--- config.mk ---
export PLATFORM = sky130hd
export DESIGN_NAME = qcr_regs
export DESIGN_NICKNAME = d
export VERILOG_FILES = /design/src/design/qcr_pkg.sv /design/src/design/qcr_regs.sv
export SDC_FILE = /design/constraint.sdc
export NUM_CORES = 1
export LEC_CHECK = 0
export BUFFER_PORTS_ARGS = -buffer_cell sky130_fd_sc_hd__buf_4
export CORE_ASPECT_RATIO = 0.5
export CORE_UTILIZATION = 35
export CTS_CLUSTER_DIAMETER = 50
export CTS_CLUSTER_SIZE = 10
export DETAILED_ROUTE_END_ITERATION = 6
export PLACE_DENSITY = 0.66
export SLEW_MARGIN = 20
export SYNTH_ARGS = -nofsm -noshare
export SYNTH_HDL_FRONTEND = slang
export SYNTH_SLANG_ARGS = --single-unit
--- constraint.sdc ---
create_clock -name mclk_in -period 5.5 [get_ports mclk_in]
set_clock_uncertainty 0.1 [all_clocks]
set_input_delay 1.65 -clock mclk_in [delete_from_list [all_inputs] [get_ports mclk_in]]
set_output_delay 1.65 -clock mclk_in [all_outputs]
set_load 0.05 [all_outputs]
--- src/design/qcr_pkg.sv ---
// Package for the quad codec control register block
package qcr_pkg;
  localparam int  NUM_CH        = 4;
  localparam int  BYTE_W        = 8;
  localparam int  SLOT_W        = 7;
  localparam int  COEF_W        = 14;
  localparam int  HALF_W        = 7;
  localparam int  IND_BIT       = 7;
  localparam int  MODE_HI       = 6;
  localparam int  MODE_LO       = 5;
  localparam int  SUB_BIT       = 4;
  localparam int  CH_HI         = 3;
  localparam int  CH_LO         = 2;
  localparam int  SEL1_BIT      = 1;
  localparam int  SEL0_BIT      = 0;
  localparam int  BIT_CNT_W     = 3;
  localparam logic [2:0] BIT_LAST = 3'h7;
  localparam logic [7:0] SETUP_RST = 8'h80;
  localparam logic [1:0] MODE_MU   = 2'h0;
  localparam logic [1:0] MODE_A    = 2'h1;
  localparam logic [1:0] MODE_LG   = 2'h2;
  localparam logic [1:0] MODE_RSV  = 2'h3;
  localparam logic [7:0] SLOT_RST  = 8'h00;
  localparam logic [7:0] CTL_RST   = 8'h00;
  localparam logic [1:0] DIR_RST   = 2'h3;
  localparam logic [6:0] SLOT_MAX  = 7'h7f;

  // Decoded meaning of the stored setup word
  typedef struct packed {
    logic       law_a;
    logic       delay_timing;
    logic [1:0] mode;
  } qcr_global_s;

  // Per-channel line-interface pins: inputs seen on each pin
  typedef struct packed {
    logic [1:0] bidir;
    logic [2:0] outs;
  } qcr_pins_s;
endpackage : qcr_pkg

--- src/design/qcr_regs.sv ---
// Serial control port and register bank of the quad codec
// Functional notes
// - Mode bits pick mu-law, A-law globally, or line-interface/gain programming.
// - Codec mode: bit 4 selects non-delay (0) or delay (1) timing.
// - Interface/gain mode: bit 4 zero means gain, one means line interface.
// - Bits 3:2 pick channel 0 to 3 for following access.
// - Codec mode bits 1:0: power down, receive, transmit, or both slots.
// - Line mode: bit 1 and bit 0 set bidir pin directions.
// - Gain mode: bit 1 picks receive (0) or transmit (1) coefficient.
// - Gain mode: bit 0 picks low or high seven-bit coefficient half.
// - Slot byte bits 6:0 are the slot number; bit 7 zero.
// - Slot zero starts aligned with the frame sync pulse.
// - Slots per frame equal bit clock over 64 kHz, up to 128.
// - Control byte bit 7 zero; reserved bits 6 and 5 kept zero.
// - Control bits 4,3,2 drive the channel's outputs 4,3,2.
// - Control bits 1,0 drive bidir pins only when set as output.
// - Status bits 7:3 mirror pins io0, io1, o2, o3, o4.
// - Status bits 2:0 mirror io0 of channels 1, 2, 3.
// - Byte with leading one loads setup word, MSB first.
// - Input captured on falling shift edges, output shifted on rising.
// - Line mode: next byte writes control, status shifted out together.
// - After reset receive slots are zero, disabled, receive data ignored.
`timescale 1ns/10ps
module qcr_regs
  import qcr_pkg::*;
#(
  parameter int SLOTS_PER_FRAME = 128
)(
  // Clock and reset
  input  wire logic                          mclk_in,
  input  wire logic                          reset_n_in,
  // Serial control port, sampled on mclk
  input  wire logic                          ser_shift_clock_in,
  input  wire logic                          ser_ctl_input_in,
  input  wire logic                          ser_cs_n_in,
  output logic                               ser_ctl_output_out,
  // PCM framing
  input  wire logic                          bit_clock_in,
  input  wire logic                          frame_sync_in,
  input  wire logic                          pcm_receive_in,
  output logic [SLOT_W-1:0]                  slot_count_out,
  output logic                               rx_data_out,
  output logic                               rx_data_valid_out,
  // Global codec controls
  output qcr_pkg::qcr_global_s               global_out,
  // Per channel controls
  output logic [NUM_CH-1:0]                  rx_enable_out,
  output logic [NUM_CH-1:0]                  tx_enable_out,
  output logic [NUM_CH*SLOT_W-1:0]           rx_slot_out,
  output logic [NUM_CH*SLOT_W-1:0]           tx_slot_out,
  output logic [NUM_CH*COEF_W-1:0]           rx_gain_out,
  output logic [NUM_CH*COEF_W-1:0]           tx_gain_out,
  // Line-interface pins; oe low means driven
  output logic [NUM_CH*3-1:0]                line_out_out,
  output logic [NUM_CH*2-1:0]                line_bidir_out,
  output logic [NUM_CH*2-1:0]                line_bidir_oe_n_out,
  input  wire logic [NUM_CH*2-1:0]           line_bidir_in,
  input  wire logic [NUM_CH*3-1:0]           line_out_sense_in
);
  import qcr_pkg::*;

  // Elaboration check: the slot counter serves 8 to 128 slots per frame
  if (SLOTS_PER_FRAME < 8 || SLOTS_PER_FRAME > 128)
  begin : g_bad_slots
    $error("SLOTS_PER_FRAME out of range");
  end

  localparam logic [SLOT_W-1:0] SLOT_LAST = SLOT_W'(SLOTS_PER_FRAME - 1);

  // Shift clock edge detection; inputs are synchronous to mclk
  logic sclk_q;
  logic fs_q;
  logic bclk_q;
  logic sfall;
  logic srise;
  logic brise;
  assign sfall = sclk_q && !ser_shift_clock_in && !ser_cs_n_in;
  assign srise = !sclk_q && ser_shift_clock_in && !ser_cs_n_in;
  assign brise = !bclk_q && bit_clock_in;

  always_ff @(posedge mclk_in or negedge reset_n_in)
  begin
    if (!reset_n_in)
    begin
      sclk_q <= 1'b0;
      bclk_q <= 1'b0;
      fs_q   <= 1'b0;
    end
    else
    begin
      sclk_q <= ser_shift_clock_in;
      bclk_q <= bit_clock_in;
      if (brise)
        fs_q <= frame_sync_in;
    end
  end

  // Shift register and bit counter, MSB first
  logic [BYTE_W-1:0]    shift_q;
  logic [BIT_CNT_W-1:0] bit_cnt_q;
  logic                 byte_done;
  logic [BYTE_W-1:0]    byte_val;
  assign byte_done = sfall && (bit_cnt_q == BIT_LAST);
  assign byte_val  = {shift_q[BYTE_W-2:0], ser_ctl_input_in};

  always_ff @(posedge mclk_in or negedge reset_n_in)
  begin
    if (!reset_n_in)
    begin
      shift_q   <= '0;
      bit_cnt_q <= '0;
    end
    else if (ser_cs_n_in)
      bit_cnt_q <= '0; // Deselect abandons any partial byte
    else if (sfall)
    begin
      shift_q   <= byte_val;
      bit_cnt_q <= bit_cnt_q + 3'h1;
    end
  end

  // Setup word: held until the next byte with leading one
  logic [BYTE_W-1:0] setup_q;
  logic [1:0]        mode;
  logic [1:0]        ch;
  logic              data_wr;
  assign mode    = setup_q[MODE_HI:MODE_LO];
  assign ch      = setup_q[CH_HI:CH_LO];
  assign data_wr = byte_done && !byte_val[IND_BIT];

  always_ff @(posedge mclk_in or negedge reset_n_in)
  begin
    if (!reset_n_in)
      setup_q <= SETUP_RST;
    else if (byte_done && byte_val[IND_BIT])
      setup_q <= byte_val;
  end

  // Law and timing follow the last codec-mode setup word; mode follows every setup word
  always_ff @(posedge mclk_in or negedge reset_n_in)
  begin
    if (!reset_n_in)
      global_out <= '0;
    else
    begin
      global_out.mode <= mode;
      if (mode == MODE_MU || mode == MODE_A)
      begin
        global_out.law_a        <= (mode == MODE_A);
        global_out.delay_timing <= setup_q[SUB_BIT];
      end
    end
  end

  // Codec mode power and slot selection, applied on the data byte
  logic is_codec;
  logic is_line;
  logic is_gain;
  assign is_codec = !mode[1];
  assign is_line  = (mode == MODE_LG) && setup_q[SUB_BIT];
  assign is_gain  = (mode == MODE_LG) && !setup_q[SUB_BIT];

  logic [SLOT_W-1:0] rx_slot_q [NUM_CH];
  logic [SLOT_W-1:0] tx_slot_q [NUM_CH];

  always_ff @(posedge mclk_in or negedge reset_n_in)
  begin
    if (!reset_n_in)
    begin
      rx_enable_out <= '0;
      tx_enable_out <= '0;
      for (int i = 0; i < NUM_CH; i++)
      begin
        rx_slot_q[i] <= SLOT_RST[SLOT_W-1:0];
        tx_slot_q[i] <= SLOT_RST[SLOT_W-1:0];
      end
    end
    else if (data_wr && is_codec)
    begin
      rx_enable_out[ch] <= setup_q[SEL0_BIT];
      tx_enable_out[ch] <= setup_q[SEL1_BIT];
      if (setup_q[SEL0_BIT])
        rx_slot_q[ch] <= byte_val[SLOT_W-1:0];
      if (setup_q[SEL1_BIT])
        tx_slot_q[ch] <= byte_val[SLOT_W-1:0];
    end
  end

  always_comb
  begin
    for (int i = 0; i < NUM_CH; i++)
    begin
      rx_slot_out[i*SLOT_W +: SLOT_W] = rx_slot_q[i];
      tx_slot_out[i*SLOT_W +: SLOT_W] = tx_slot_q[i];
    end
  end

  // Gain coefficients, written in seven-bit halves
  always_ff @(posedge mclk_in or negedge reset_n_in)
  begin
    if (!reset_n_in)
    begin
      rx_gain_out <= '0;
      tx_gain_out <= '0;
    end
    else if (data_wr && is_gain)
    begin
      if (setup_q[SEL1_BIT])
        tx_gain_out[ch*COEF_W + (setup_q[SEL0_BIT] ? HALF_W : 0) +: HALF_W]
          <= byte_val[HALF_W-1:0];
      else
        rx_gain_out[ch*COEF_W + (setup_q[SEL0_BIT] ? HALF_W : 0) +: HALF_W]
          <= byte_val[HALF_W-1:0];
    end
  end

  // Line-interface direction and output data
  logic [1:0] dir_q [NUM_CH];
  logic [4:0] ctl_q [NUM_CH];

  always_ff @(posedge mclk_in or negedge reset_n_in)
  begin
    if (!reset_n_in)
    begin
      for (int i = 0; i < NUM_CH; i++)
        dir_q[i] <= DIR_RST; // Inputs until told otherwise, avoids contention
    end
    else if (byte_done && byte_val[IND_BIT] && byte_val[MODE_HI:MODE_LO] == MODE_LG
             && byte_val[SUB_BIT])
      dir_q[byte_val[CH_HI:CH_LO]] <= byte_val[SEL1_BIT:SEL0_BIT];
  end

  always_ff @(posedge mclk_in or negedge reset_n_in)
  begin
    if (!reset_n_in)
    begin
      for (int i = 0; i < NUM_CH; i++)
        ctl_q[i] <= CTL_RST[4:0];
    end
    else if (data_wr && is_line)
      ctl_q[ch] <= byte_val[4:0];
  end

  // Pin drive registers; bidir enable low only for output direction
  always_ff @(posedge mclk_in or negedge reset_n_in)
  begin
    if (!reset_n_in)
    begin
      line_out_out        <= '0;
      line_bidir_out      <= '0;
      line_bidir_oe_n_out <= '1;
    end
    else
    begin
      for (int i = 0; i < NUM_CH; i++)
      begin
        line_out_out[i*3 +: 3]        <= ctl_q[i][4:2];
        line_bidir_out[i*2 +: 2]      <= ctl_q[i][1:0];
        line_bidir_oe_n_out[i*2 +: 2] <= dir_q[i];
      end
    end
  end

  // Status image of the selected channel plus io0 of channels 1 to 3
  function automatic logic [BYTE_W-1:0] status_of(input logic [1:0] c);
    status_of = {line_bidir_in[c*2], line_bidir_in[c*2+1],
                 line_out_sense_in[c*3], line_out_sense_in[c*3+1],
                 line_out_sense_in[c*3+2],
                 line_bidir_in[2], line_bidir_in[4], line_bidir_in[6]};
  endfunction : status_of

  // Read shifter: loaded at byte start in line mode, shifted on rising edges
  logic [BYTE_W-1:0] rd_q;
  logic              rd_first;
  logic [BYTE_W-1:0] status_img;
  assign rd_first   = srise && (bit_cnt_q == '0);
  assign status_img = status_of(ch);

  always_ff @(posedge mclk_in or negedge reset_n_in)
  begin
    if (!reset_n_in)
    begin
      rd_q               <= '0;
      ser_ctl_output_out <= 1'b0;
    end
    else if (srise && is_line)
    begin
      if (rd_first)
      begin
        ser_ctl_output_out <= status_img[BYTE_W-1];
        rd_q               <= {status_img[BYTE_W-2:0], 1'b0};
      end
      else
      begin
        ser_ctl_output_out <= rd_q[BYTE_W-1];
        rd_q               <= {rd_q[BYTE_W-2:0], 1'b0};
      end
    end
  end

  // Slot counter restarts at frame sync; rate follows the bit clock
  logic [2:0] bit_in_slot_q;

  always_ff @(posedge mclk_in or negedge reset_n_in)
  begin
    if (!reset_n_in)
    begin
      bit_in_slot_q  <= '0;
      slot_count_out <= '0;
    end
    else if (brise)
    begin
      if (frame_sync_in && !fs_q)
      begin
        bit_in_slot_q  <= 3'h1;
        slot_count_out <= '0;
      end
      else
      begin
        bit_in_slot_q <= bit_in_slot_q + 3'h1;
        if (bit_in_slot_q == BIT_LAST)
          slot_count_out <= (slot_count_out == SLOT_LAST) ? '0
                            : slot_count_out + 7'h1;
      end
    end
  end

  // Receive data passes only in an enabled channel's slot
  logic rx_hit;
  always_comb
  begin
    rx_hit = 1'b0;
    for (int i = 0; i < NUM_CH; i++)
      if (rx_enable_out[i] && rx_slot_q[i] == slot_count_out)
        rx_hit = 1'b1;
  end

  always_ff @(posedge mclk_in or negedge reset_n_in)
  begin
    if (!reset_n_in)
    begin
      rx_data_out       <= 1'b0;
      rx_data_valid_out <= 1'b0;
    end
    else
    begin
      rx_data_valid_out <= brise && rx_hit;
      rx_data_out       <= pcm_receive_in && rx_hit;
    end
  end
endmodule : qcr_regs

==> run summary <==
run status: finished clean
violation count after the first detailed-routing iteration: 731
share of synthesized area occupied by flip-flops and latches: 52.47%
post-synth top area cell: dfrtp_1
ratio of final minimum period to clock period: 91.80%
number of enable flip-flop cells after synthesis: 0
clock input transition at the sequential cells of the worst setup and hold paths: 50 ps
number of global-route vias before repair: 10360
r2r startpoint: setup_q[3]
worst path required time: 5790 ps
initial antenna violation count: 0
maximum ir drop on the vdd rail: 166.0 µV
type of origin of the critical path: register
R2R Setup Slk: 450 ps
Inserted Clock Buffers: 34
weighted congestion at the end of routability-driven global placement: 0.9559
post-detailed-placement half-perimeter wirelength: 28110 µm
min Tclk post-route: 5049 ps
wire length of the first global-routing pass: 60900 µm
number of buffers inserted to repair setup after CTS: 0
transition time at the pin with the least slew margin: 992.9 ps
remaining antenna violation count: 0
Detailed Routing Iterations Pass 1: 5
overall power consumption: 0.004535 W
Avg Vias per Cell: 5.491
post-CTS sizing: 0
buffer depth of the longest clock path: 3
cell count after synthesis: 1161
Layout fillers: 3398
total count of hold-check failures in the final report: 0
Max FO, Critical Path: 14
width of the die: 276.7 µm
total gr overflow: 0
source of the worst hold timing path: dir_q[1]
TritonCTS clock tree: built
clock latency on the worst-skew pair: 520 ps
root buffer selected by CTS: clkbuf_16
Die Span Y: 139.3 µm
total nets after synthesis: 1208
final count of pins violating max slew: 0
worst setup timing slack at the placement stage: 603.8 ps
total via count in the routed design: 10350
Sw Pwr: 0.001155 W
net count of the finished layout: 1435
fraction of final layout cells with drive strength greater than 1: 36.57%
largest cells by area after synthesis: dfrtp_1, mux2_2, o21ai_0, dfstp_2, nand2_1
RSZ-0062 raised after global routing: no
count of input and output buffers: 245
count of clock tree sinks: 276
Antenna Cells: 0
io pins: 246
cell internal pwr: 0.003380 W
Reg power frac: 47.5%
number of endpoints failing setup at the final stage: 0
combined global-route utilization of all metal layers: 20.19%
syn_area_per_cell: 11.37 µm²
cell area after synthesis: 0.01320 mm²
Cell Rows: 49
total wirelength of the detailed-routed design: 39470 µm
slew margin rel.: 33.81%
final setup TNS: 0 ps
switching share of power: 25.47%
fmax: 198.1 MHz
fraction of power consumed by combinational cells: 8.1%
Std-Cell Core Area: 0.03654 mm²
initial core utilization: 36.13%
synth-to-layout area growth: 24.86%
synth unique cells: 84
category of the worst setup path capture point: register
startpoint of the most critical setup path: setup_q[3]
pwr dens: 275.1 mW/mm²
FF+latch count, synth: 276
number of warnings issued by yosys: 0
CTS H-tree lvls: 2
largest net degree at the start of global routing: 124
clock share of power: 44.4%
share of flip-flops with an asynchronous set or reset: 100.0%
floorplan die area: 0.03855 mm²
final setup slack of the worst path: 451.2 ps
# hold bufs at CTS: 0
worst min-delay path category: register to register
CP Data Arrival Time: 5340 ps
leakage dissipation: 8.006 nW
number of violations of the max-capacitance limit: 0
Wirelength per Cell: 20.95 µm
share of Yosys cell area claimed by the top area cell type: 49.28%
category of the critical setup timing path: register to register
prevailing post-synth register cell: dfrtp_1
Residual DRC: 0
[metal layers]
layer / routed length, µm / track usage (%) / share of wire [%] / vias to the layer above
li1: - / - / - / 4671
met1: 16510 / 26.07 / 42 / 5235
met2: 19210 / 33.37 / 49 / 353
met3: 2457 / 4.600 / 6.2 / 86
met4: 1291 / 7.222 / 3.3 / 0
met5: 0 / 0 / 0 / -
[sequential cells by signal, summed over array words and instances, names as in the netlist, 3 cells and up]
name                 cells
tx_enable_out            4
bit_cnt_q                3
rx_enable_out            4
dir_q                    8
tx_gain_out             56
ctl_q                   20
tx_slot_out             28
slot_count_out           7
rd_q                     7
setup_q                  7
rx_slot_out             28
line_bidir_oe_n_out      8
shift_q                  7
global_out               4
bit_in_slot_q            3
line_out_out            12
rx_gain_out             56
line_bidir_out           8
[synthesized netlist by cell type, types with 13 or more instances]
cell / count
mux2i_1: 16
xnor2_1: 20
inv_1: 18
nand2_1: 93
dfstp_2: 16
o21ai_0: 86
xor2_1: 15
nor3_1: 22
clkbuf_1: 45
ha_1: 19
nand3_1: 30
mux2_2: 151
a21oi_1: 24
buf_2: 22
dfrtp_1: 260
mux4_2: 13
nand4_1: 18
nor2_1: 89
o31ai_1: 31
[layout by cell type, fill, tap and decap left out, types with 6 or more instances in the layout]
cell / n
o21ai_0: 86
nor2_1: 89
a21o_1: 6
o22ai_1: 11
dfstp_2: 16
buf_4: 260
ha_1: 19
inv_1: 18
nand3_1: 30
xnor2_1: 20
nor3_1: 22
clkbuf_16: 35
clkbuf_1: 8
nand2b_1: 7
nor2b_1: 8
mux2_2: 151
nand4_1: 18
dfrtp_1: 260
mux2i_1: 16
o21ai_1: 10
xor2_1: 15
mux4_2: 13
o31ai_1: 31
a21oi_1: 24
a32oi_1: 6
nand2_1: 93
nor4_1: 9
o41ai_1: 10
and3_1: 10
[worst paths after layout]
| path | to | cells past startpoint |
|---|---|---|
| max | rx_gain_out[55] | 13 |
| min | line_bidir_oe_n_out[7] | 0 |
| max reg2reg | rx_gain_out[55] | 13 |
| min reg2reg | line_bidir_oe_n_out[7] | 0 |
| max in group asynchronous | tx_gain_out[22] | 2 |
| min in group asynchronous | bit_in_slot_q[0] | 1 |
[cell type report]
| type | count | area (µm²) | share of cell area (%) |
|---|---|---|---|
| clock buffers | 45 | 933.4 | 5.663 |
| clock inverters | 3 | 41.29 | 0.2505 |
| inverters | 18 | 67.56 | 0.4099 |
| multi-input cells | 795 | 5902 | 35.81 |
| flip-flops and latches | 276 | 6927 | 42.02 |
| well taps | 484 | 605.6 | 3.674 |
| repair buffers | 263 | 2007 | 12.18 |
[cells by family (layout without fill, tap and decap cells)]
kind of cell / Yosys count / after routing / synth area share, %
simple gates: 312 / 312 / 11.33
xor+xnor: 37 / 37 / 2.569
fa+ha+maj: 19 / 19 / 1.801
compound gates: 243 / 243 / 12.30
mux: 184 / 184 / 16.68
flops: 276 / 276 / 52.47
buf+inv: 90 / 329 / 2.853
[power by group through the flow]
stage                     sequential (W)  combinational, W  clock [W]
after floorplan                  0.00217          0.000217          0
after global placement           0.00219          0.000363          0
after detailed placement         0.00219          0.000368          0
after CTS                        0.00215          0.000369    0.00206
after global routing             0.00216          0.000402    0.00215
final                            0.00215          0.000367    0.00201
[critical path: stages, from the launching register on]
cell	delay (ps)
dfrtp_1	690
inv_1	190
ha_1	560
xor2_1	120
ha_1	390
a211oi_2	480
o21ai_0	190
ha_1	220
inv_1	50
o221a_2	220
a21boi_2	560
nand3_1	480
nor3_1	310
mux2_2	360
[metrics by stage]
| step | std cells | hold WS [ps] | util (%) | cell area [µm²] |
|---|---|---|---|---|
| floorplan | 1161 | 248.6 | - | 13200 |
| global placement | 1836 | 252.3 | 42.43 | 15500 |
| detailed placement | 1836 | 255.4 | 42.43 | 15500 |
| CTS | 1884 | 263.1 | 45.10 | 16480 |
| global route | 1884 | 270.3 | 45.11 | 16480 |
| finish | 1884 | 263.6 | 45.11 | 16480 |
(Power assumes the default switching activity.)
